==> config.mk <==
export PLATFORM = sky130hd
export DESIGN_NAME = tio_top
export DESIGN_NICKNAME = d
export VERILOG_FILES = /design/src/tio_pkg.sv /design/src/tio_top.sv
export SDC_FILE = /design/constraint.sdc
export NUM_CORES = 1
export LEC_CHECK = 0
export BUFFER_PORTS_ARGS = -buffer_cell sky130_fd_sc_hd__buf_2
export CAP_MARGIN = 20
export CORE_ASPECT_RATIO = 1.75
export CORE_MARGIN = 1
export CORE_UTILIZATION = 25
export CTS_CLUSTER_DIAMETER = 60
export DETAILED_ROUTE_END_ITERATION = 10
export GPL_ROUTABILITY_DRIVEN = 0
export RECOVER_POWER = 50
export SYNTH_ARGS = -nofsm -noshare
export SYNTH_HDL_FRONTEND = slang
export SYNTH_SLANG_ARGS = --single-unit
==> constraint.sdc <==
create_clock -name ref_clk -period 4.3 [get_ports ref_clk]
set_clock_uncertainty 0.05 [all_clocks]
set_input_delay 0.215 -clock ref_clk [delete_from_list [all_inputs] [get_ports ref_clk]]
set_output_delay 0.215 -clock ref_clk [all_outputs]
set_load 0.02 [all_outputs]
==> src/tio_pkg.sv <==
// package for the traction io function configuration block
package tio_pkg;
  // pin seven function codes
  localparam logic       PIN7_SPEED_LIMIT = 1'h0;
  localparam logic       PIN7_HANDBRAKE   = 1'h1;
  // steer trigger codes
  localparam logic [1:0] STEER_FOOT       = 2'h0;
  localparam logic [1:0] STEER_DIR        = 2'h1;
  localparam logic [1:0] STEER_SEAT       = 2'h2;
  localparam logic [1:0] STEER_FOOT_SPEED = 2'h3;
  // truck type codes
  localparam logic [1:0] TRUCK_RIDE       = 2'h0;
  localparam logic [1:0] TRUCK_WALK       = 2'h1;
  localparam logic [1:0] TRUCK_WALK_OPEN  = 2'h2;
  // tiller function codes
  localparam logic [1:0] TILL_HOLD        = 2'h0;
  localparam logic [1:0] TILL_STOP_BRAKE  = 2'h1;
  localparam logic [1:0] TILL_OPEN_BRAKE  = 2'h2;
  // error filter codes
  localparam logic [1:0] ERR_HARD         = 2'h0;
  localparam logic [1:0] ERR_MAIN         = 2'h1;
  localparam logic [1:0] ERR_ALL          = 2'h2;
  // status field codes
  localparam logic [2:0] STAT_BLANK       = 3'h0;
  localparam logic [2:0] STAT_ACCEL       = 3'h1;
  localparam logic [2:0] STAT_RPM         = 3'h2;
  localparam logic [2:0] STAT_SPEED       = 3'h3;
  localparam logic [2:0] STAT_STEER       = 3'h4;
  localparam logic [2:0] STAT_CURRENT     = 3'h5;
  // analogue setup codes
  localparam logic [1:0] ANA_ACCEL8       = 2'h0;
  localparam logic [1:0] ANA_ACCEL9       = 2'h1;
  localparam logic [1:0] ANA_WIGWAG       = 2'h2;
  // single/dual codes
  localparam logic [1:0] DUAL_SINGLE      = 2'h0;
  localparam logic [1:0] DUAL_LEFT        = 2'h1;
  localparam logic [1:0] DUAL_RIGHT       = 2'h2;
  // indicator codes, node numbers
  localparam logic       IND_FAULT        = 1'h0;
  localparam logic       IND_BRAKE_LIGHT  = 1'h1;
  localparam logic [3:0] NODE_MASTER      = 4'h0;
  localparam logic [3:0] NODE_FIRST_SLAVE = 4'h1;
  // fixed neutral ramp for tiller codes 1 and 2
  localparam int         FIXED_RAMP_MS    = 500;
  localparam int         CLK_MHZ          = 125;
  localparam int         FIXED_RAMP_CYC   = FIXED_RAMP_MS * 1000 * CLK_MHZ;

  // switch inputs, 1 = closed
  typedef struct packed {
    logic fwd;
    logic rev;
    logic pin3;
    logic pin4;
    logic pin7;
    logic footbrake;
  } tio_switch_t;

  // static configuration
  typedef struct packed {
    logic       pin7_function_select;
    logic [1:0] steer_trigger_select;
    logic [1:0] truck_type;
    logic [1:0] tiller_brake_function;
    logic [1:0] error_display_filter;
    logic [2:0] status_field_select;
    logic       temp_sensor_type;
    logic [1:0] analogue_setup;
    logic [1:0] single_dual_select;
    logic       indicator_output_select;
    logic       torque_mode;
    logic [3:0] node_number;
    logic       contactor_sharing_enable;
    logic [3:0] highest_sharing_node;
  } tio_cfg_t;

  // tiller braking states
  typedef enum logic [1:0] {
    TS_IDLE  = 2'b00,
    TS_BRAKE = 2'b01,
    TS_HOLD  = 2'b10,
    TS_PARK  = 2'b11
  } tio_till_t;
endpackage : tio_pkg

==> src/tio_top.sv <==
// traction io function configuration logic
`timescale 1ns/1ps
// Behaviour
// code 0: speed limit three when open
// code 1: limit when closed, show parked
// steer contactor held for delay after stop
// steer trigger foot, direction, or seat
// code 3 adds motor speed above zero
// truck type maps pins three and four
// type 2 drives tiller-open with pin seven
// tiller 0: hold end delay, then brake
// tiller 1: fixed ramp, brake at stop
// tiller 2: brake on opening, fixed ramp
// type 2 with pin seven: no brake
// error filter hard, main, warning levels
// status field select; speed blank if zero
// analogue eight/nine mapping and wig-wag
// shared input: temperature or steering side
// dual motor only in torque mode
// indicator: brake light or fault lamp
// node zero master, others slaves
// slave takes master battery indication
// master opens contactor on error/timeout
// safe-mode warning when contactor opens
// sharing slaves one to highest node
// configuration static, switches synchronised
module tio_top #(
  parameter int unsigned DELAY_W = 24,
  parameter int unsigned DATA_W  = 16
) (
  input  wire logic               ref_clk,
  input  wire logic               nrst,
  input  wire tio_pkg::tio_cfg_t  cfg,
  input  wire tio_pkg::tio_switch_t sw,
  input  wire logic [DELAY_W-1:0] steer_delay,
  input  wire logic [DELAY_W-1:0] end_delay,
  input  wire logic [DELAY_W-1:0] neutral_ramp,
  input  wire logic               motor_moving,
  input  wire logic               driving,
  input  wire logic               fault_active,
  input  wire logic               err_hard,
  input  wire logic               err_main,
  input  wire logic               err_warn,
  input  wire logic [DATA_W-1:0]  accel_pct,
  input  wire logic [DATA_W-1:0]  motor_rpm,
  input  wire logic [DATA_W-1:0]  vehicle_speed,
  input  wire logic [DATA_W-1:0]  max_vehicle_speed,
  input  wire logic [DATA_W-1:0]  steer_angle,
  input  wire logic [DATA_W-1:0]  motor_current,
  input  wire logic [7:0]         own_bdi,
  input  wire logic [7:0]         master_bdi,
  input  wire logic [15:0]        slave_hard_err,
  input  wire logic [15:0]        slave_timeout,
  output logic                    speed_limit3,
  output logic                    parked_icon,
  output logic                    steer_contactor,
  output logic                    footswitch,
  output logic                    seat_switch,
  output logic                    belly_button,
  output logic                    drive_permit,
  output logic                    neutral_braking,
  output logic                    fixed_ramp,
  output logic                    brake_apply,
  output logic                    pulsing,
  output logic                    error_shown,
  output logic [DATA_W-1:0]       status_value,
  output logic                    accel_on_pin9,
  output logic                    wigwag_mode,
  output logic                    temp_cutback_en,
  output logic                    temp_sensor_alt,
  output logic                    steer_feedback_en,
  output logic                    right_unit,
  output logic                    dual_config_error,
  output logic                    indicator_out,
  output logic                    is_master,
  output logic [7:0]              battery_discharge_indication,
  output logic                    line_contactor,
  output logic                    safe_mode_msg,
  output logic [15:0]             sharing_nodes
);
  localparam logic [DELAY_W-1:0] DZERO = '0;
  localparam logic [DATA_W-1:0]  VZERO = '0;

  // switch synchroniser; stage one feeds stage two only
  tio_pkg::tio_switch_t sw_meta;
  tio_pkg::tio_switch_t sw_s;
  tio_pkg::tio_cfg_t    cfg_q;
  always_ff @(posedge ref_clk) begin
    if (!nrst) begin
      sw_meta <= '0;
      sw_s    <= '0;
      cfg_q   <= '0;
    end else begin
      sw_meta <= sw;
      sw_s    <= sw_meta;
      cfg_q   <= cfg;
    end
  end

  // pin role decoding
  logic walkie;
  logic tiller_closed;
  logic in_foot;
  logic in_seat;
  logic pin7_closed;
  logic open_drive_ok;
  assign walkie        = (cfg_q.truck_type != tio_pkg::TRUCK_RIDE);
  assign in_foot       = !walkie && sw_s.pin3;
  assign in_seat       = !walkie && sw_s.pin4;
  assign tiller_closed = walkie && sw_s.pin4;
  assign pin7_closed   = sw_s.pin7;
  assign open_drive_ok = (cfg_q.truck_type == tio_pkg::TRUCK_WALK_OPEN) && pin7_closed;

  // steer trigger and run-on timer
  logic                steer_trig;
  logic [DELAY_W-1:0]  steer_cnt;
  logic [DELAY_W-1:0]  next_steer_cnt;
  logic                next_steer_on;
  always_comb begin
    case (cfg_q.steer_trigger_select)
      tio_pkg::STEER_FOOT:       steer_trig = in_foot;
      tio_pkg::STEER_DIR:        steer_trig = sw_s.fwd || sw_s.rev;
      tio_pkg::STEER_SEAT:       steer_trig = in_seat;
      tio_pkg::STEER_FOOT_SPEED: steer_trig = in_foot || motor_moving;
      default:                   steer_trig = 1'b0;
    endcase
    next_steer_cnt = steer_cnt;
    next_steer_on  = 1'b0;
    // trigger or driving reloads; countdown only starts once drive stops
    if (steer_trig || driving) begin
      next_steer_cnt = steer_delay;
      next_steer_on  = 1'b1;
    end else if (steer_cnt != DZERO) begin
      next_steer_cnt = steer_cnt - 1'b1;
      next_steer_on  = 1'b1;
    end
  end

  // tiller braking sequence
  tio_pkg::tio_till_t  till_st;
  tio_pkg::tio_till_t  next_till_st;
  logic [DELAY_W-1:0]  till_cnt;
  logic [DELAY_W-1:0]  next_till_cnt;
  logic                next_neutral;
  logic                next_brake;
  logic                next_pulsing;
  logic                tiller_open;
  logic                brake_inhibit;
  assign tiller_open   = walkie && !tiller_closed && !open_drive_ok;
  assign brake_inhibit = (cfg_q.truck_type == tio_pkg::TRUCK_WALK_OPEN) && pin7_closed;
  always_comb begin
    next_till_st = till_st;
    next_till_cnt = till_cnt;
    next_neutral = 1'b0;
    next_brake   = 1'b0;
    next_pulsing = 1'b1;
    case (till_st)
      tio_pkg::TS_IDLE: begin
        if (tiller_open) begin
          next_till_st = tio_pkg::TS_BRAKE;
        end
      end
      tio_pkg::TS_BRAKE: begin
        next_neutral = 1'b1;
        next_brake = (cfg_q.tiller_brake_function == tio_pkg::TILL_OPEN_BRAKE);
        if (!motor_moving) begin
          next_till_st  = tio_pkg::TS_HOLD;
          next_till_cnt = end_delay;
        end
      end
      tio_pkg::TS_HOLD: begin
        // code 0 holds electrically; codes 1 and 2 brake at once
        next_brake = (cfg_q.tiller_brake_function != tio_pkg::TILL_HOLD);
        if (till_cnt == DZERO) begin
          next_till_st = tio_pkg::TS_PARK;
        end else begin
          next_till_cnt = till_cnt - 1'b1;
        end
      end
      tio_pkg::TS_PARK: begin
        next_brake   = 1'b1;
        next_pulsing = 1'b0;
      end
      default: next_till_st = tio_pkg::TS_IDLE;
    endcase
    if (!tiller_open) begin
      next_till_st = tio_pkg::TS_IDLE;
    end
    if (brake_inhibit) begin
      next_brake = 1'b0;
    end
  end

  // derived configuration outputs
  logic              next_err;
  logic [DATA_W-1:0] next_status;
  always_comb begin
    case (cfg_q.error_display_filter)
      tio_pkg::ERR_HARD: next_err = err_hard;
      tio_pkg::ERR_MAIN: next_err = err_hard || err_main;
      tio_pkg::ERR_ALL:  next_err = err_hard || err_main || err_warn;
      default:           next_err = err_hard;
    endcase
    case (cfg_q.status_field_select)
      tio_pkg::STAT_ACCEL:   next_status = accel_pct;
      tio_pkg::STAT_RPM:     next_status = motor_rpm;
      tio_pkg::STAT_SPEED:
        next_status = (max_vehicle_speed == VZERO) ? VZERO : vehicle_speed;
      tio_pkg::STAT_STEER:   next_status = steer_angle;
      tio_pkg::STAT_CURRENT: next_status = motor_current;
      default:               next_status = VZERO;
    endcase
  end

  // shared contactor supervision for the master
  logic        master;
  logic [15:0] share_mask;
  logic        share_fault;
  assign master = (cfg_q.node_number == tio_pkg::NODE_MASTER);
  genvar gi;
  generate
    for (gi = 0; gi < 16; gi++) begin : g_share
      // consecutive slaves from one up to the highest sharing node
      assign share_mask[gi] = master && cfg_q.contactor_sharing_enable &&
        (4'(gi) >= tio_pkg::NODE_FIRST_SLAVE) &&
        (4'(gi) <= cfg_q.highest_sharing_node);
    end
  endgenerate
  assign share_fault = |(share_mask & (slave_hard_err | slave_timeout));
  logic next_lc;
  assign next_lc = master ? !(err_hard || share_fault) : !err_hard;

  // output registers
  always_ff @(posedge ref_clk) begin
    if (!nrst) begin
      steer_cnt <= '0;
      till_st <= tio_pkg::TS_IDLE;
      till_cnt <= '0;
      speed_limit3 <= 1'b0;
      parked_icon <= 1'b0;
      steer_contactor <= 1'b0;
      footswitch <= 1'b0;
      seat_switch <= 1'b0;
      belly_button <= 1'b0;
      drive_permit <= 1'b0;
      neutral_braking <= 1'b0;
      fixed_ramp <= 1'b0;
      brake_apply <= 1'b1;
      pulsing <= 1'b0;
      error_shown <= 1'b0;
      status_value <= '0;
      accel_on_pin9 <= 1'b0;
      wigwag_mode <= 1'b0;
      temp_cutback_en <= 1'b0;
      temp_sensor_alt <= 1'b0;
      steer_feedback_en <= 1'b0;
      right_unit <= 1'b0;
      dual_config_error <= 1'b0;
      indicator_out <= 1'b0;
      is_master <= 1'b0;
      battery_discharge_indication <= '0;
      line_contactor <= 1'b0;
      safe_mode_msg <= 1'b0;
      sharing_nodes <= '0;
    end else begin
      steer_cnt <= next_steer_cnt;
      till_st <= next_till_st;
      till_cnt <= next_till_cnt;
      // pin seven: open-limits for code 0, closed-limits and parked for code 1
      speed_limit3 <= (cfg_q.pin7_function_select == tio_pkg::PIN7_SPEED_LIMIT)
        ? !pin7_closed : pin7_closed;
      parked_icon <= (cfg_q.pin7_function_select == tio_pkg::PIN7_HANDBRAKE)
        && pin7_closed;
      steer_contactor <= next_steer_on;
      footswitch <= in_foot;
      seat_switch <= in_seat;
      belly_button <= walkie && sw_s.pin3;
      drive_permit <= walkie ? (tiller_closed || open_drive_ok) : in_seat;
      neutral_braking <= next_neutral;
      fixed_ramp <= walkie && (cfg_q.tiller_brake_function != tio_pkg::TILL_HOLD);
      brake_apply <= next_brake;
      pulsing <= next_pulsing;
      error_shown <= next_err;
      status_value <= next_status;
      accel_on_pin9 <= (cfg_q.analogue_setup != tio_pkg::ANA_ACCEL8);
      wigwag_mode <= (cfg_q.analogue_setup == tio_pkg::ANA_WIGWAG);
      temp_cutback_en <= (cfg_q.single_dual_select == tio_pkg::DUAL_SINGLE);
      temp_sensor_alt <= cfg_q.temp_sensor_type;
      steer_feedback_en <= (cfg_q.single_dual_select != tio_pkg::DUAL_SINGLE)
        && cfg_q.torque_mode;
      right_unit <= (cfg_q.single_dual_select == tio_pkg::DUAL_RIGHT);
      dual_config_error <= (cfg_q.single_dual_select != tio_pkg::DUAL_SINGLE)
        && !cfg_q.torque_mode;
      indicator_out <= (cfg_q.indicator_output_select == tio_pkg::IND_BRAKE_LIGHT)
        ? sw_s.footbrake : fault_active;
      is_master <= master;
      battery_discharge_indication <= master ? own_bdi : master_bdi;
      line_contactor <= next_lc;
      // one pulse on each opening of the contactor, sent only by a master with sharing enabled
      safe_mode_msg <= master && line_contactor && !next_lc &&
        cfg_q.contactor_sharing_enable;
      sharing_nodes <= share_mask;
    end
  end
endmodule : tio_top

Word level (Yosys, flattened, before mapping)
Index checks and enable logic that the tools add are counted.
{"block": "totals", "register_bits": 153, "out_inout_bits": 63, "wordCells": 181}
{"block": "op_classes", "bitwise": 2, "n_reduce_logical": 63, "n_lt_le_gt_ge": 15, "addsub": 2, "n_eq_ne": 20, "muxes": 23}
{"op": "24-bit 2-to-1 mux", "n": 4}
{"op": "16-bit case mux with 5 select lines", "n": 1}
{"op": "24-bit case mux with 2 select lines", "n": 1}
{"op": "24-bit by 1-bit subtractor with 24-bit output, second input constant", "n": 2}
{"op": "4-bit <= comparator, first input constant", "n": 8}
{"op": "1-bit logical AND", "n": 30}
{"op": "24-bit logical NOT", "n": 1}
{"op": "24-bit nonzero test", "n": 1}
{"op": "2-bit == test, second input constant", "n": 9}
{"op": "16-bit AND", "n": 1}
{"op": "3-bit by 4-bit <= comparator with 1-bit output, first input constant", "n": 4}
{"op": "16-bit logical NOT", "n": 1}
{"op": "16-bit 2-to-1 mux", "n": 1}
{"op": "16-bit OR", "n": 1}
{"op": "16-bit OR reduction", "n": 1}
{"op": "2-bit nonzero test", "n": 6}
{"op": "1-bit 2-to-1 mux", "n": 9}
{"op": "2-bit by 4-bit <= comparator with 1-bit output, first input constant", "n": 2}
{"op": "1-bit logical NOT", "n": 8}
{"op": "8-bit 2-to-1 mux", "n": 1}
{"op": "1-bit logical OR", "n": 7}
{"op": "2-bit by 1-bit == test with 1-bit output, second input constant", "n": 3}
{"op": "3-bit by 2-bit == test with 1-bit output, second input constant", "n": 2}
{"op": "3-bit == test, second input constant", "n": 2}
{"op": "other kinds (13)", "n": 19}

Logic depth before layout (Yosys ltp)
Gate-level depths: netlist (run 1).
{"block": "depth", "depth_word": 11, "ltp_mapped": 10, "ltp_nobuf": 7}

Worst setup path before layout (run 1)
Ideal clock, no wire load.
{"block": "synth_path", "path_type": "register to register", "from": "register steer_cnt[0]", "to": "register steer_cnt[13]", "slack_ns": 2.122, "t_required_ns": 4.132, "path_stages_with_launch": 9, "synth_period_minus_slack_ns": 2.178, "setup_time_ns": 0.118, "arrival_time_ns": 2.010, "path_cell_list": "dfxtp_1 inv_1 ha_1 or4b_1 nor3b_4 nand4_4 nand3_2 buf_2 o2bb2ai_1"}
{"block": "synth_between", "elab_chain_len": 3, "elab_cells_between_ends": 5}
{"element": "start: declaration", "line": "tio_top.sv:116", "source": "logic [DELAY_W-1:0] steer_cnt;"}
{"element": "start signal: assignment", "line": "tio_top.sv:266", "source": "steer_cnt <= next_steer_cnt;"}
{"element": "24-bit by 1-bit subtractor with 24-bit output", "line": "tio_top.sv:134", "source": "next_steer_cnt = steer_cnt - 1'b1;"}
{"element": "24-bit 2-to-1 mux", "line": "tio_top.sv:133", "source": "end else if (steer_cnt != DZERO) begin"}
{"element": "24-bit 2-to-1 mux", "line": "tio_top.sv:130", "source": "if (steer_trig || driving) begin"}
Several ways; a longest one is shown, not always the timed one. The select of a mux whose other input is x is not followed.
A chain may end at the register's enable or synchronous reset.

Final worst setup path (run 1)
{"block": "layout_path", "from": "register till_cnt[0]", "to": "register till_cnt[0]"}
{"block": "layout_between", "elab_chain_len": 3, "elab_cells_between_ends": 6}
{"element": "start: declaration", "line": "tio_top.sv:142", "source": "logic [DELAY_W-1:0] till_cnt;"}
{"element": "start signal: assignment", "line": "tio_top.sv:268", "source": "till_cnt <= next_till_cnt;"}
{"element": "24-bit by 1-bit subtractor with 24-bit output / 24-bit logical NOT (equally long branches)", "line": "tio_top.sv:177, tio_top.sv:174"}
{"element": "24-bit 2-to-1 mux / 2-bit inequality test (equally long branches)"}
{"element": "24-bit case mux with 2 select lines / 3-bit AND reduction (equally long branches)"}
Several ways; a longest one is shown, not always the timed one. The select of a mux whose other input is x is not followed.

==> results of run 1 <==
-- layer usage --
| metal | GRT usage [%] | share of wire, % |
|---|---|---|
| met1 | 19.0 | 41 |
| met2 | 30.6 | 50 |
| met4 | 10.1 | 3.7 |
| met3 | 3.94 | 5.5 |
| met5 | 0 | 0.051 |
-- power by group through the flow --
stage          logic [uW]  registers, uW  clock network, uW
6_report              738           1570               1550
2_1_floorplan         405           1600                  0
4_1_cts               746           1570               1610
3_3_place_gp          654           1590                  0
5_1_grt               819           1580               1650
3_5_place_dp          660           1600                  0
-- worst reg2reg max path: cells and delay by family (launching register included) --
kind	cells	cell delay (ps)
simple gates	2	920
fa+ha+maj	1	230
compound gates	3	1200
flops	1	330
buf+inv	1	100
-- cell type report --
class	instances	area (sq um)
fill	2741	16600
clock buffer	19	453
antenna	1	2.50
clock inverter	13	155
sequential	152	3040
multi-input combinational	564	3500
tap	324	405
inverter	20	75.1
timing repair buffer	403	2470
-- Yosys cell counts, drive strengths merged, types with 5 or more instances --
master   instances
nor4            20
nand2           66
o2bb2ai         20
nand4            7
o21ai           24
ha              10
nand4b           5
inv             20
dfxtp          152
mux2            17
and2            47
o32ai            7
a22oi           16
nor3b            7
buf              6
clkbuf          42
xnor2           13
nor3            20
or4              5
nor2b            5
a221oi          16
nor2           106
a31oi            7
xor2             9
and3             7
o22ai            5
a21oi           58
nand3           18
-- worst paths after layout --
kind	from	to
setup / recovery	till_cnt[0]$_SDFFE_PN0P_	till_cnt[0]$_SDFFE_PN0P_
hold reg to reg	cfg_q[9]$_SDFF_PN0_	dual_config_error$_SDFF_PN0_
hold / removal	steer_delay[14]	steer_cnt[14]$_SDFFE_PN0P_
setup reg to reg	till_cnt[0]$_SDFFE_PN0P_	till_cnt[0]$_SDFFE_PN0P_
-- registers in the layout, indices dropped and copies added, names as in the netlist, 2 cells and up --
signal,flops
cfg_q,28
steer_cnt,24
till_cnt,24
status_value,16
sharing_nodes,15
battery_discharge_indication,8
sw_meta,6
sw_s,5
till_st,2
-- cell families (layout without fill, tap and decap cells) --
| kind of cell | after synthesis | count (layout) | synth area share (%) |
|---|---|---|---|
| AO/OA/AOI/OAI | 186 | 186 | 18.6 |
| XOR/XNOR | 22 | 22 | 2.83 |
| adder cells (fa/ha/maj) | 10 | 10 | 1.84 |
| buffers and inverters | 68 | 455 | 4.05 |
| flip-flops | 152 | 152 | 44.7 |
| multiplexers | 19 | 19 | 3.11 |
| other | 1 | 2 | 0.0551 |
| AND/OR/NAND/NOR | 326 | 326 | 24.8 |
-- timing repair --
action	4_1_cts	5_1_grt
setup endpoints to repair	0	0
hold buffers	102	0
gates resized for setup	0	0
hold endpoints to repair	80	0
-- through the flow --
stage / setup WS [ps] / std cells / hold slack [ps] / instance area (sq um)
3_3_place_gp: 1460 / 1360 / 352 / 8540
6_report: 1380 / 1496 / 45.6 / 10100
2_1_floorplan: 2120 / 784 / 282 / 6800
4_1_cts: 1380 / 1494 / 8.36 / 10200
3_5_place_dp: 1390 / 1360 / 363 / 8540
5_1_grt: 1110 / 1495 / 50.6 / 10100
==> run summary, run 1 <==
half-perimeter wire length after detailed placement - 17,200 um
Final Hold Viols - 0
total stage count of the critical path - 7
Arr. time, crit path - 3200 ps
kind of launch point of the worst setup path - flip-flop
number of placed I/O pins - 321
flip-flop and latch count after synthesis - 152
highest ir drop seen on vdd - 0.290 mV
final total negative setup slack - 0 ps
area of the mapped netlist - 0.00680 sq mm
setup repair after global routing missed its margin - false
starting utilization of the core area - 25.5%
relative max-transition margin - -30.9%
main flop type after synthesis - sky130_fd_sc_hd__dfxtp_1
Seq pwr share - 40.7%
number of cell rows - 79
number of design rule violations left after detail routing - 0
antenna violation net count after detailed routing - 0
largest net degree at the start of global routing - 48
final layout net count - 1,426
All-Layer GR Usage - 17.3%
count of synthesis-stage warnings from yosys - 0
Clock Root Buffer - sky130_fd_sc_hd__clkbuf_16
core region area - 0.0267 sq mm
TritonCTS clock tree - yes
top achievable clock speed - 0.342 GHz
cell-internal power - 2740 uW
R2R depth - 7
area added between synthesis and finish - 48.5%
post-synth net total - 1,052
post-synthesis instance total - 784
Design Power - 3850 uW
Top Family by Delay on Critical Path - compound AO/OA/AOI/OAI gates
fraction of power consumed by the clock network - 40.2%
antenna violations before repair - 1
routed wire length - 23,600 um
Clk Latency, worst-skew pair - 440 ps
kind of critical path - flip-flop to flip-flop
TritonRoute pass-1 iters - 4
via/cell ratio - 4.81
Net Sw Power - 1110 uW
die height - 220 um
routed vias - 7,190
chain of cells forming the critical path - inv_1 -> ha_1 -> nor4b_2 -> nand4b_1 -> o21ai_4 -> o21ai_1 -> o311a_1
DIE WIDTH - 127 um
critical path peak fanout - 37
clk slew on worst S/H paths - 60 ps
worst hold path type - input pin to flip-flop
LEAKAGE - 0.00423 uW
final critical path time including I/O delays and setup - 2920 ps
outcome - finished, violations left
hold-critical path depth - 3
global-route wire length before repair - 37,000 um
portion of synthesized cell area occupied by the leading cell type - 44.7%
overall overflow remaining after global route - 0
Critical Path Max Stage Delay - 850 ps
routed length per instance - 15.8 um
cell taking the most area after synthesis - sky130_fd_sc_hd__dfxtp_1
share of cells above drive strength 1 - 25.9%
per-instance average area after synthesis - 8.68 sq um
crit share post-route - 67.9%
top library cells by usage in the layout, fill and taps aside - sky130_fd_sc_hd__buf_2 (232), sky130_fd_sc_hd__dfxtp_1 (152), sky130_fd_sc_hd__nor2_1 (106)
count of input and output buffers - 293
switching power as a share of total power - 28.9%
WP buf/inv - 1
H-tree depth - 4
asr flop ratio synth - 0%
biggest area contributors in the synthesized netlist - sky130_fd_sc_hd__dfxtp_1 (45%), sky130_fd_sc_hd__nor2_1 (5.8%), sky130_fd_sc_hd__and2_1 (4.3%), sky130_fd_sc_hd__a21oi_1 (4.3%), sky130_fd_sc_hd__nand2_1 (3.6%)
Die Area - 0.0279 sq mm
share of total power in combinational logic - 19.2%
maximum clock insertion buffer count - 2
violated checks - capacitance limit, slew limit
endpoint type of the worst setup path - flip-flop
Post-CTS Setup Inserts - 0
most frequent standard cell in the layout excluding fill and tap cells - sky130_fd_sc_hd__buf_2
critical-path cell with the highest stage delay - sky130_fd_sc_hd__o21ai_4
Power Density - 381 mW/mm^2
setup slack on the worst flop-to-flop path - 1380 ps
worst slew pin tran - 1960 ps
sequential area share after synthesis - 44.7%
Post-synth EDFFs - 0
final core occ - 37.8%
count of final max-slew check failures - 41
vias in the first global route - 7,310
MaxCap Viol Count - 1
number of failing setup endpoints in the final timing report - 0
first-iteration detailed-routing DRC count - 255
sinks on the clock net - 152
Synth cell types - 67
clock buffer count from CTS - 17
required time of the critical path - 4580 ps
Power figures use the tool's default switching activity.
==> run 2: changes to the inputs <==
- clock period: 4.3 -> 2.3 ns (I/O delays scaled with it)
==> run 2 against run 1 <==
The flow now finishes without violations. Clock-buffer cell count is 1 lower. Via count is 1.9% higher. Cell count is 3.0% higher. Fmax is 40% higher. Core utilization is 1.4 points higher. Non-clock buffer count is 47 higher. Wire length is 1.1% higher. Sequential share of layout area is 1.1 points lower. Total power is 82% higher. Die area stayed put.
==> run summary, run 2 (synthesis gave the netlist of run 1 again) <==
Clock Root Buffer - sky130_fd_sc_hd__clkbuf_16
highest ir drop seen on vdd - 0.548 mV
worst slew pin tran - 1420 ps
setup repair after global routing missed its margin - false
number of failing setup endpoints in the final timing report - 0
final total negative setup slack - 0 ps
hold-critical path depth - 5
first-iteration detailed-routing DRC count - 359
final critical path time including I/O delays and setup - 2080 ps
overall overflow remaining after global route - 0
Clk Latency, worst-skew pair - 440 ps
startpoint of the lowest-slack hold path - end_delay[14]
outcome - finished, final reports clean
via/cell ratio - 4.76
H-tree depth - 4
share of cells above drive strength 1 - 27.3%
sinks on the clock net - 152
Filler Cells Inserted - 2,730
antenna violation net count after detailed routing - 0
Arr. time, crit path - 2360 ps
die height - 220 um
Power Density - 667 mW/mm^2
starting utilization of the core area - 25.5%
kind of launch point of the worst setup path - flip-flop
Die Area - 0.0279 sq mm
routed wire length - 23,900 um
DIE WIDTH - 127 um
All-Layer GR Usage - 17.4%
TritonRoute pass-1 iters - 4
maximum clock insertion buffer count - 2
number of placed I/O pins - 321
final layout net count - 1,473
terminus of the critical flop-to-flop path - steer_cnt[20]$_SDFFE_PN0P_
critical path peak fanout - 4
number of flip-flops in the largest register - 28
worst hold path type - input pin to flip-flop
largest net degree at the start of global routing - 39
number of cell rows - 79
clk slew on worst S/H paths - 60 ps
antenna violations before repair - 1
biggest regs - cfg_q: 28 flops, steer_cnt: 24 flops, till_cnt: 24 flops
count of input and output buffers - 293
area added between synthesis and finish - 54.1%
Final Hold Viols - 0
relative max-transition margin - 5.26%
largest register by flop count - cfg_q
half-perimeter wire length after detailed placement - 17,800 um
clock buffer count from CTS - 17
LEAKAGE - 0.00445 uW
most frequent standard cell in the layout excluding fill and tap cells - sky130_fd_sc_hd__buf_2
top achievable clock speed - 0.480 GHz
vias in the first global route - 7,253
Reg2Reg Launch Point - steer_cnt[1]$_SDFFE_PN0P_
hold worst-path end - till_cnt[14]$_SDFFE_PN0P_
min setup slack post-route - 216 ps
routed vias - 7,328
endpoint type of the worst setup path - flip-flop
total inserted antenna cells - 0
setup slack on the worst flop-to-flop path - 220 ps
routed length per instance - 15.5 um
R2R depth - 7
required time of the critical path - 2580 ps
MaxCap Viol Count - 0
number of design rule violations left after detail routing - 0
TritonCTS clock tree - yes
kind of critical path - flip-flop to flip-flop
top library cells by usage in the layout, fill and taps aside - sky130_fd_sc_hd__buf_2 (240), sky130_fd_sc_hd__dfxtp_1 (152), sky130_fd_sc_hd__dlygate4sd3_1 (127)
crit share post-route - 90.6%
Setup Slack @ Placement - 126 ps
count of final max-slew check failures - 0
global-route wire length before repair - 37,300 um
core region area - 0.0267 sq mm
## run 2: changes by cell type in the layout (fill, tap and decap cells not counted), sizes merged
cell / previous run / this run
buf: 239 / 268
bufinv: 2 / 0
clkbuf: 81 / 73
clkinv: 4 / 5
clkinvlp: 1 / 5
diode: 1 / 0
dlygate4sd3: 102 / 127
inv: 26 / 23
## run 2: what timing repair did
| item | CTS | global route |
|---|---|---|
| setup buffers | 0 | 0 |
| endpoints found under the setup margin | 0 | 15 |
| endpoints found under the hold margin | 101 | 0 |
| gates resized for setup | 0 | 3 |
| hold buffers | 127 | 0 |
## run 2: routing by layer
metal	track usage [%]	up-vias	share of wire, %
met5	0	-	0.046
met4	9.72	2	3.4
met3	3.48	51	5.1
met2	30.8	256	51
li1	-	3636	-
met1	19.5	3383	41
## run 2: worst max-delay path by stage
| stage | startpoint | to |
|---|---|---|
| 3_5_place_dp | steer_cnt[1]$_SDFFE_PN0P_ | steer_cnt[20]$_SDFFE_PN0P_ |
| 5_1_grt | steer_cnt[1]$_SDFFE_PN0P_ | steer_cnt[1]$_SDFFE_PN0P_ |
| 6_report | steer_cnt[1]$_SDFFE_PN0P_ | steer_cnt[20]$_SDFFE_PN0P_ |
| 3_3_place_gp | steer_cnt[1]$_SDFFE_PN0P_ | steer_cnt[18]$_SDFFE_PN0P_ |
| 4_1_cts | steer_cnt[1]$_SDFFE_PN0P_ | steer_cnt[20]$_SDFFE_PN0P_ |
| 2_1_floorplan | steer_cnt[0]$_SDFFE_PN0P_ | steer_cnt[18]$_SDFFE_PN0P_ |
## run 2: through the flow
step | instances | hold slack (ps) | cell area, sq um | utilization, % | power, uW
2_1_floorplan | 784 | 182 | 6800 | - | 3750
3_5_place_dp | 1383 | 274 | 8730 | 32.7 | 4310
5_1_grt | 1541 | 29.5 | 10500 | 39.3 | 7350
3_3_place_gp | 1383 | 270 | 8730 | 32.7 | 4290
6_report | 1541 | 44.7 | 10500 | 39.3 | 6990
4_1_cts | 1541 | 5.37 | 10500 | 39.5 | 7100
## run 2: report_power, final
group          total (uW)  switching [uW]  leakage (uW)  internal (uW)
Clock                2570            1170      0.000251           1410
Combinational        1500             757       0.00295            740
Sequential           2920             134       0.00125           2790
## run 2: area by class of cell
type                            instances  area (sq um)  area share (%)
Clock inverter                         13           100           0.955
Multi-Input combinational cell        564          3510            33.5
Inverter                               20          75.1           0.716
Sequential cell                       152          3040            29.0
Clock buffer                           18           439            4.19
Timing Repair Buffer                  450          2910            27.8
Tap cell                              324           405            3.87
## run 2: critical path, stage by stage (launching register included)
cell and delay [ps]:
sky130_fd_sc_hd__dfxtp_1 330, sky130_fd_sc_hd__inv_1 70, sky130_fd_sc_hd__ha_1 200, sky130_fd_sc_hd__or4b_4 520, sky130_fd_sc_hd__nand4b_1 300, sky130_fd_sc_hd__nor3_1 250
sky130_fd_sc_hd__xnor2_1 150, sky130_fd_sc_hd__o2bb2ai_1 90
==> run 3: changes to the inputs <==
- ABC_AREA: default -> 1
- CTS_CLUSTER_SIZE: default -> 14
==> run 3 against run 2 <==
Wire length up 6.2%. Global-route usage is essentially flat. Synthesized area is 6.7% higher. Largest cell class unchanged. Critical path depth rose by 2. Sequential power increased by 2%. Sequential cell count is the same. Core utilization down 1.1 points.
==> run summary, run 3 <==
TritonCTS clock tree - yes
routed vias - 8,425
overall overflow remaining after global route - 0
hold-critical path depth - 3
flip-flop and latch count after synthesis - 152
die height - 227 um
count of synthesis-stage warnings from yosys - 0
worst hold path type - input pin to flip-flop
required time of the critical path - 2540 ps
number of cells in the design after placement - 1,741
relative max-transition margin - 51.4%
Fin Hold WS - 20.2 ps
Die Area - 0.0297 sq mm
number of placed I/O pins - 321
Filler Cells Inserted - 3,005
Clock Root Buffer - sky130_fd_sc_hd__clkbuf_16
LEAKAGE - 0.00544 uW
sequential area share after synthesis - 41.9%
endpoint type of the worst setup path - flip-flop
share of cells above drive strength 1 - 21.0%
Final Hold Viols - 0
cell taking the most area after synthesis - sky130_fd_sc_hd__dfxtp_1
vias in the first global route - 8,157
kind of launch point of the worst setup path - flip-flop
antenna violations before repair - 0
number of failing setup endpoints in the final timing report - 0
clock buffer count from CTS - 17
most frequently used cell type in the post-synthesis netlist - sky130_fd_sc_hd__nand2_1
post-synthesis instance total - 1,090
hold worst-path end - status_value[9]$_SDFF_PN0_
clk slew on worst S/H paths - 60 ps
largest net degree at the start of global routing - 48
H-tree depth - 4
biggest regs - cfg_q: 28 flops, steer_cnt: 24 flops, till_cnt: 24 flops
sinks on the clock net - 152
asr flop ratio synth - 0%
Synth cell types - 39
total inserted antenna cells - 0
TritonRoute pass-1 iters - 7
kind of critical path - flip-flop to flip-flop
final layout net count - 1,777
DIE WIDTH - 131 um
number of flip-flops in the largest register - 28
setup slack on the worst flop-to-flop path - 100 ps
startpoint of the lowest-slack hold path - motor_rpm[9]
most frequent standard cell in the layout excluding fill and tap cells - sky130_fd_sc_hd__nand2_1
routed length per instance - 13.4 um
top achievable clock speed - 0.456 GHz
per-instance average area after synthesis - 6.66 sq um
biggest area contributors in the synthesized netlist - sky130_fd_sc_hd__dfxtp_1 (42%), sky130_fd_sc_hd__nand2_1 (14%), sky130_fd_sc_hd__nor2_1 (9.2%), sky130_fd_sc_hd__inv_1 (7.6%), sky130_fd_sc_hd__nand3_1 (5.2%)
setup repair after global routing missed its margin - false
half-perimeter wire length after detailed placement - 18,900 um
count of input and output buffers - 293
crit share post-route - 95.4%
terminus of the critical flop-to-flop path - status_value[10]$_SDFF_PN0_
critical path peak fanout - 15
starting utilization of the core area - 25.4%
Arr. time, crit path - 2430 ps
top library cells by usage in the layout, fill and taps aside - sky130_fd_sc_hd__nand2_1 (276), sky130_fd_sc_hd__buf_2 (231), sky130_fd_sc_hd__nor2_1 (177)
number of cell rows - 82
All-Layer GR Usage - 17.4%
area added between synthesis and finish - 50.6%
worst slew pin tran - 728 ps
portion of synthesized cell area occupied by the leading cell type - 41.9%
Power Density - 709 mW/mm^2
Reg2Reg Launch Point - cfg_q[17]$_SDFF_PN0_
maximum clock insertion buffer count - 2
final critical path time including I/O delays and setup - 2200 ps
number of design rule violations left after detail routing - 0
routed wire length - 25,400 um
post-synth net total - 1,358
global-route wire length before repair - 39,000 um
synth cell count leaders - sky130_fd_sc_hd__nand2_1 (276), sky130_fd_sc_hd__nor2_1 (177), sky130_fd_sc_hd__dfxtp_1 (152), sky130_fd_sc_hd__inv_1 (146), sky130_fd_sc_hd__nand3_1 (76)
largest register by flop count - cfg_q
Post-synth EDFFs - 0
main flop type after synthesis - sky130_fd_sc_hd__dfxtp_1
MaxCap Viol Count - 0
non-filler cells in the finished layout - 1,899
outcome - finished, final reports clean
antenna violation net count after detailed routing - 0
count of final max-slew check failures - 0
via/cell ratio - 4.44
R2R depth - 9
first-iteration detailed-routing DRC count - 423
final total negative setup slack - 0 ps
Clk Latency, worst-skew pair - 430 ps
highest ir drop seen on vdd - 0.512 mV
core region area - 0.0286 sq mm
area of the mapped netlist - 0.00726 sq mm
run 3: changes by cell type in the layout (fill, tap and decap cells not counted), moves of 12 or more:
cell | previous run | this run
sky130_fd_sc_hd__o2bb2ai_1 | 20 | 0
sky130_fd_sc_hd__inv_1 | 20 | 144
sky130_fd_sc_hd__a22oi_1 | 16 | 0
sky130_fd_sc_hd__o21ai_1 | 13 | 1
sky130_fd_sc_hd__and2_1 | 19 | 0
sky130_fd_sc_hd__and2_0 | 28 | 0
sky130_fd_sc_hd__o21ai_0 | 10 | 72
sky130_fd_sc_hd__nand3_1 | 17 | 76
sky130_fd_sc_hd__nand2_1 | 66 | 276
sky130_fd_sc_hd__nor2_1 | 106 | 177
sky130_fd_sc_hd__mux2_2 | 17 | 0
run 3: layout make-up:
class / count / area, sq um / area share [%]
sequential: 152 / 3040 / 27.8
tap: 378 / 473 / 4.33
inverter: 150 / 567 / 5.18
multi-input combinational: 750 / 3460 / 31.6
timing repair buffer: 438 / 2810 / 25.7
clock buffer: 20 / 457 / 4.18
clock inverter: 11 / 124 / 1.13
run 3: worst max-delay path by stage:
stage / startpoint / endpoint / slack [ps] / cells after the start
2_1_floorplan: till_st[0]$_SDFFE_PN0P_ / till_cnt[14]$_SDFFE_PN0P_ / 610 / 12
3_3_place_gp: steer_cnt[0]$_SDFFE_PN0P_ / steer_cnt[3]$_SDFFE_PN0P_ / 390 / 9
3_5_place_dp: steer_cnt[0]$_SDFFE_PN0P_ / steer_cnt[5]$_SDFFE_PN0P_ / 320 / 9
4_1_cts: cfg_q[17]$_SDFF_PN0_ / status_value[12]$_SDFF_PN0_ / 60 / 8
5_1_grt: cfg_q[17]$_SDFF_PN0_ / status_value[10]$_SDFF_PN0_ / 8 / 9
6_report: cfg_q[17]$_SDFF_PN0_ / status_value[10]$_SDFF_PN0_ / 100 / 9
run 3: kinds of logic after synthesis:
logic type,share of synthesized area (%)
and+or+nand+nor,33.3
xor gates and xnor gates,1.21
adders and majority gates,1.72
other,0.0517
buffers and inverters,10.4
AOI/OAI and AO/OA,11.3
DFF,41.9
run 3: worst max-delay path, cell delays in order, from the launching register on:
cell	delay (ps)
sky130_fd_sc_hd__dfxtp_1	360
sky130_fd_sc_hd__inv_1	100
sky130_fd_sc_hd__nand3_1	130
sky130_fd_sc_hd__clkinvlp_4	120
sky130_fd_sc_hd__buf_12	160
sky130_fd_sc_hd__nand2_1	60
sky130_fd_sc_hd__o21ai_0	170
sky130_fd_sc_hd__a221oi_1	260
sky130_fd_sc_hd__dlygate4sd3_1	580
sky130_fd_sc_hd__a21oi_1	50
run 3: metrics by stage:
step           instance area [sq um]  power (uW)  worst slack (ps)  utilization (%)
6_report                       10900        7750               105             38.2
5_1_grt                        10900        8240              7.98             38.2
4_1_cts                        11000        7850              62.2             38.3
3_5_place_dp                    9150        4840               320             32.0
3_3_place_gp                    9150        4810               386             32.0
2_1_floorplan                   7260        4210               611                -
run 3: where the power goes:
part	internal (uW)	switching, uW
logic	809	1190
clock network	1650	1140
registers	2820	147
total	5280	2470
run 3: timing repair:
item,CTS,global route
hold endpoints to repair,100,1
resized for setup,0,1
buffers inserted,0,2
setup endpoints to repair,0,3
hold buffers,124,1
run 3: layer usage:
metal  global-route usage [%]  wire length (um)
met4                     12.8              1520
met2                     32.7             13200
met5                        0                 0
met1                     16.3              9330
met3                     3.38              1290
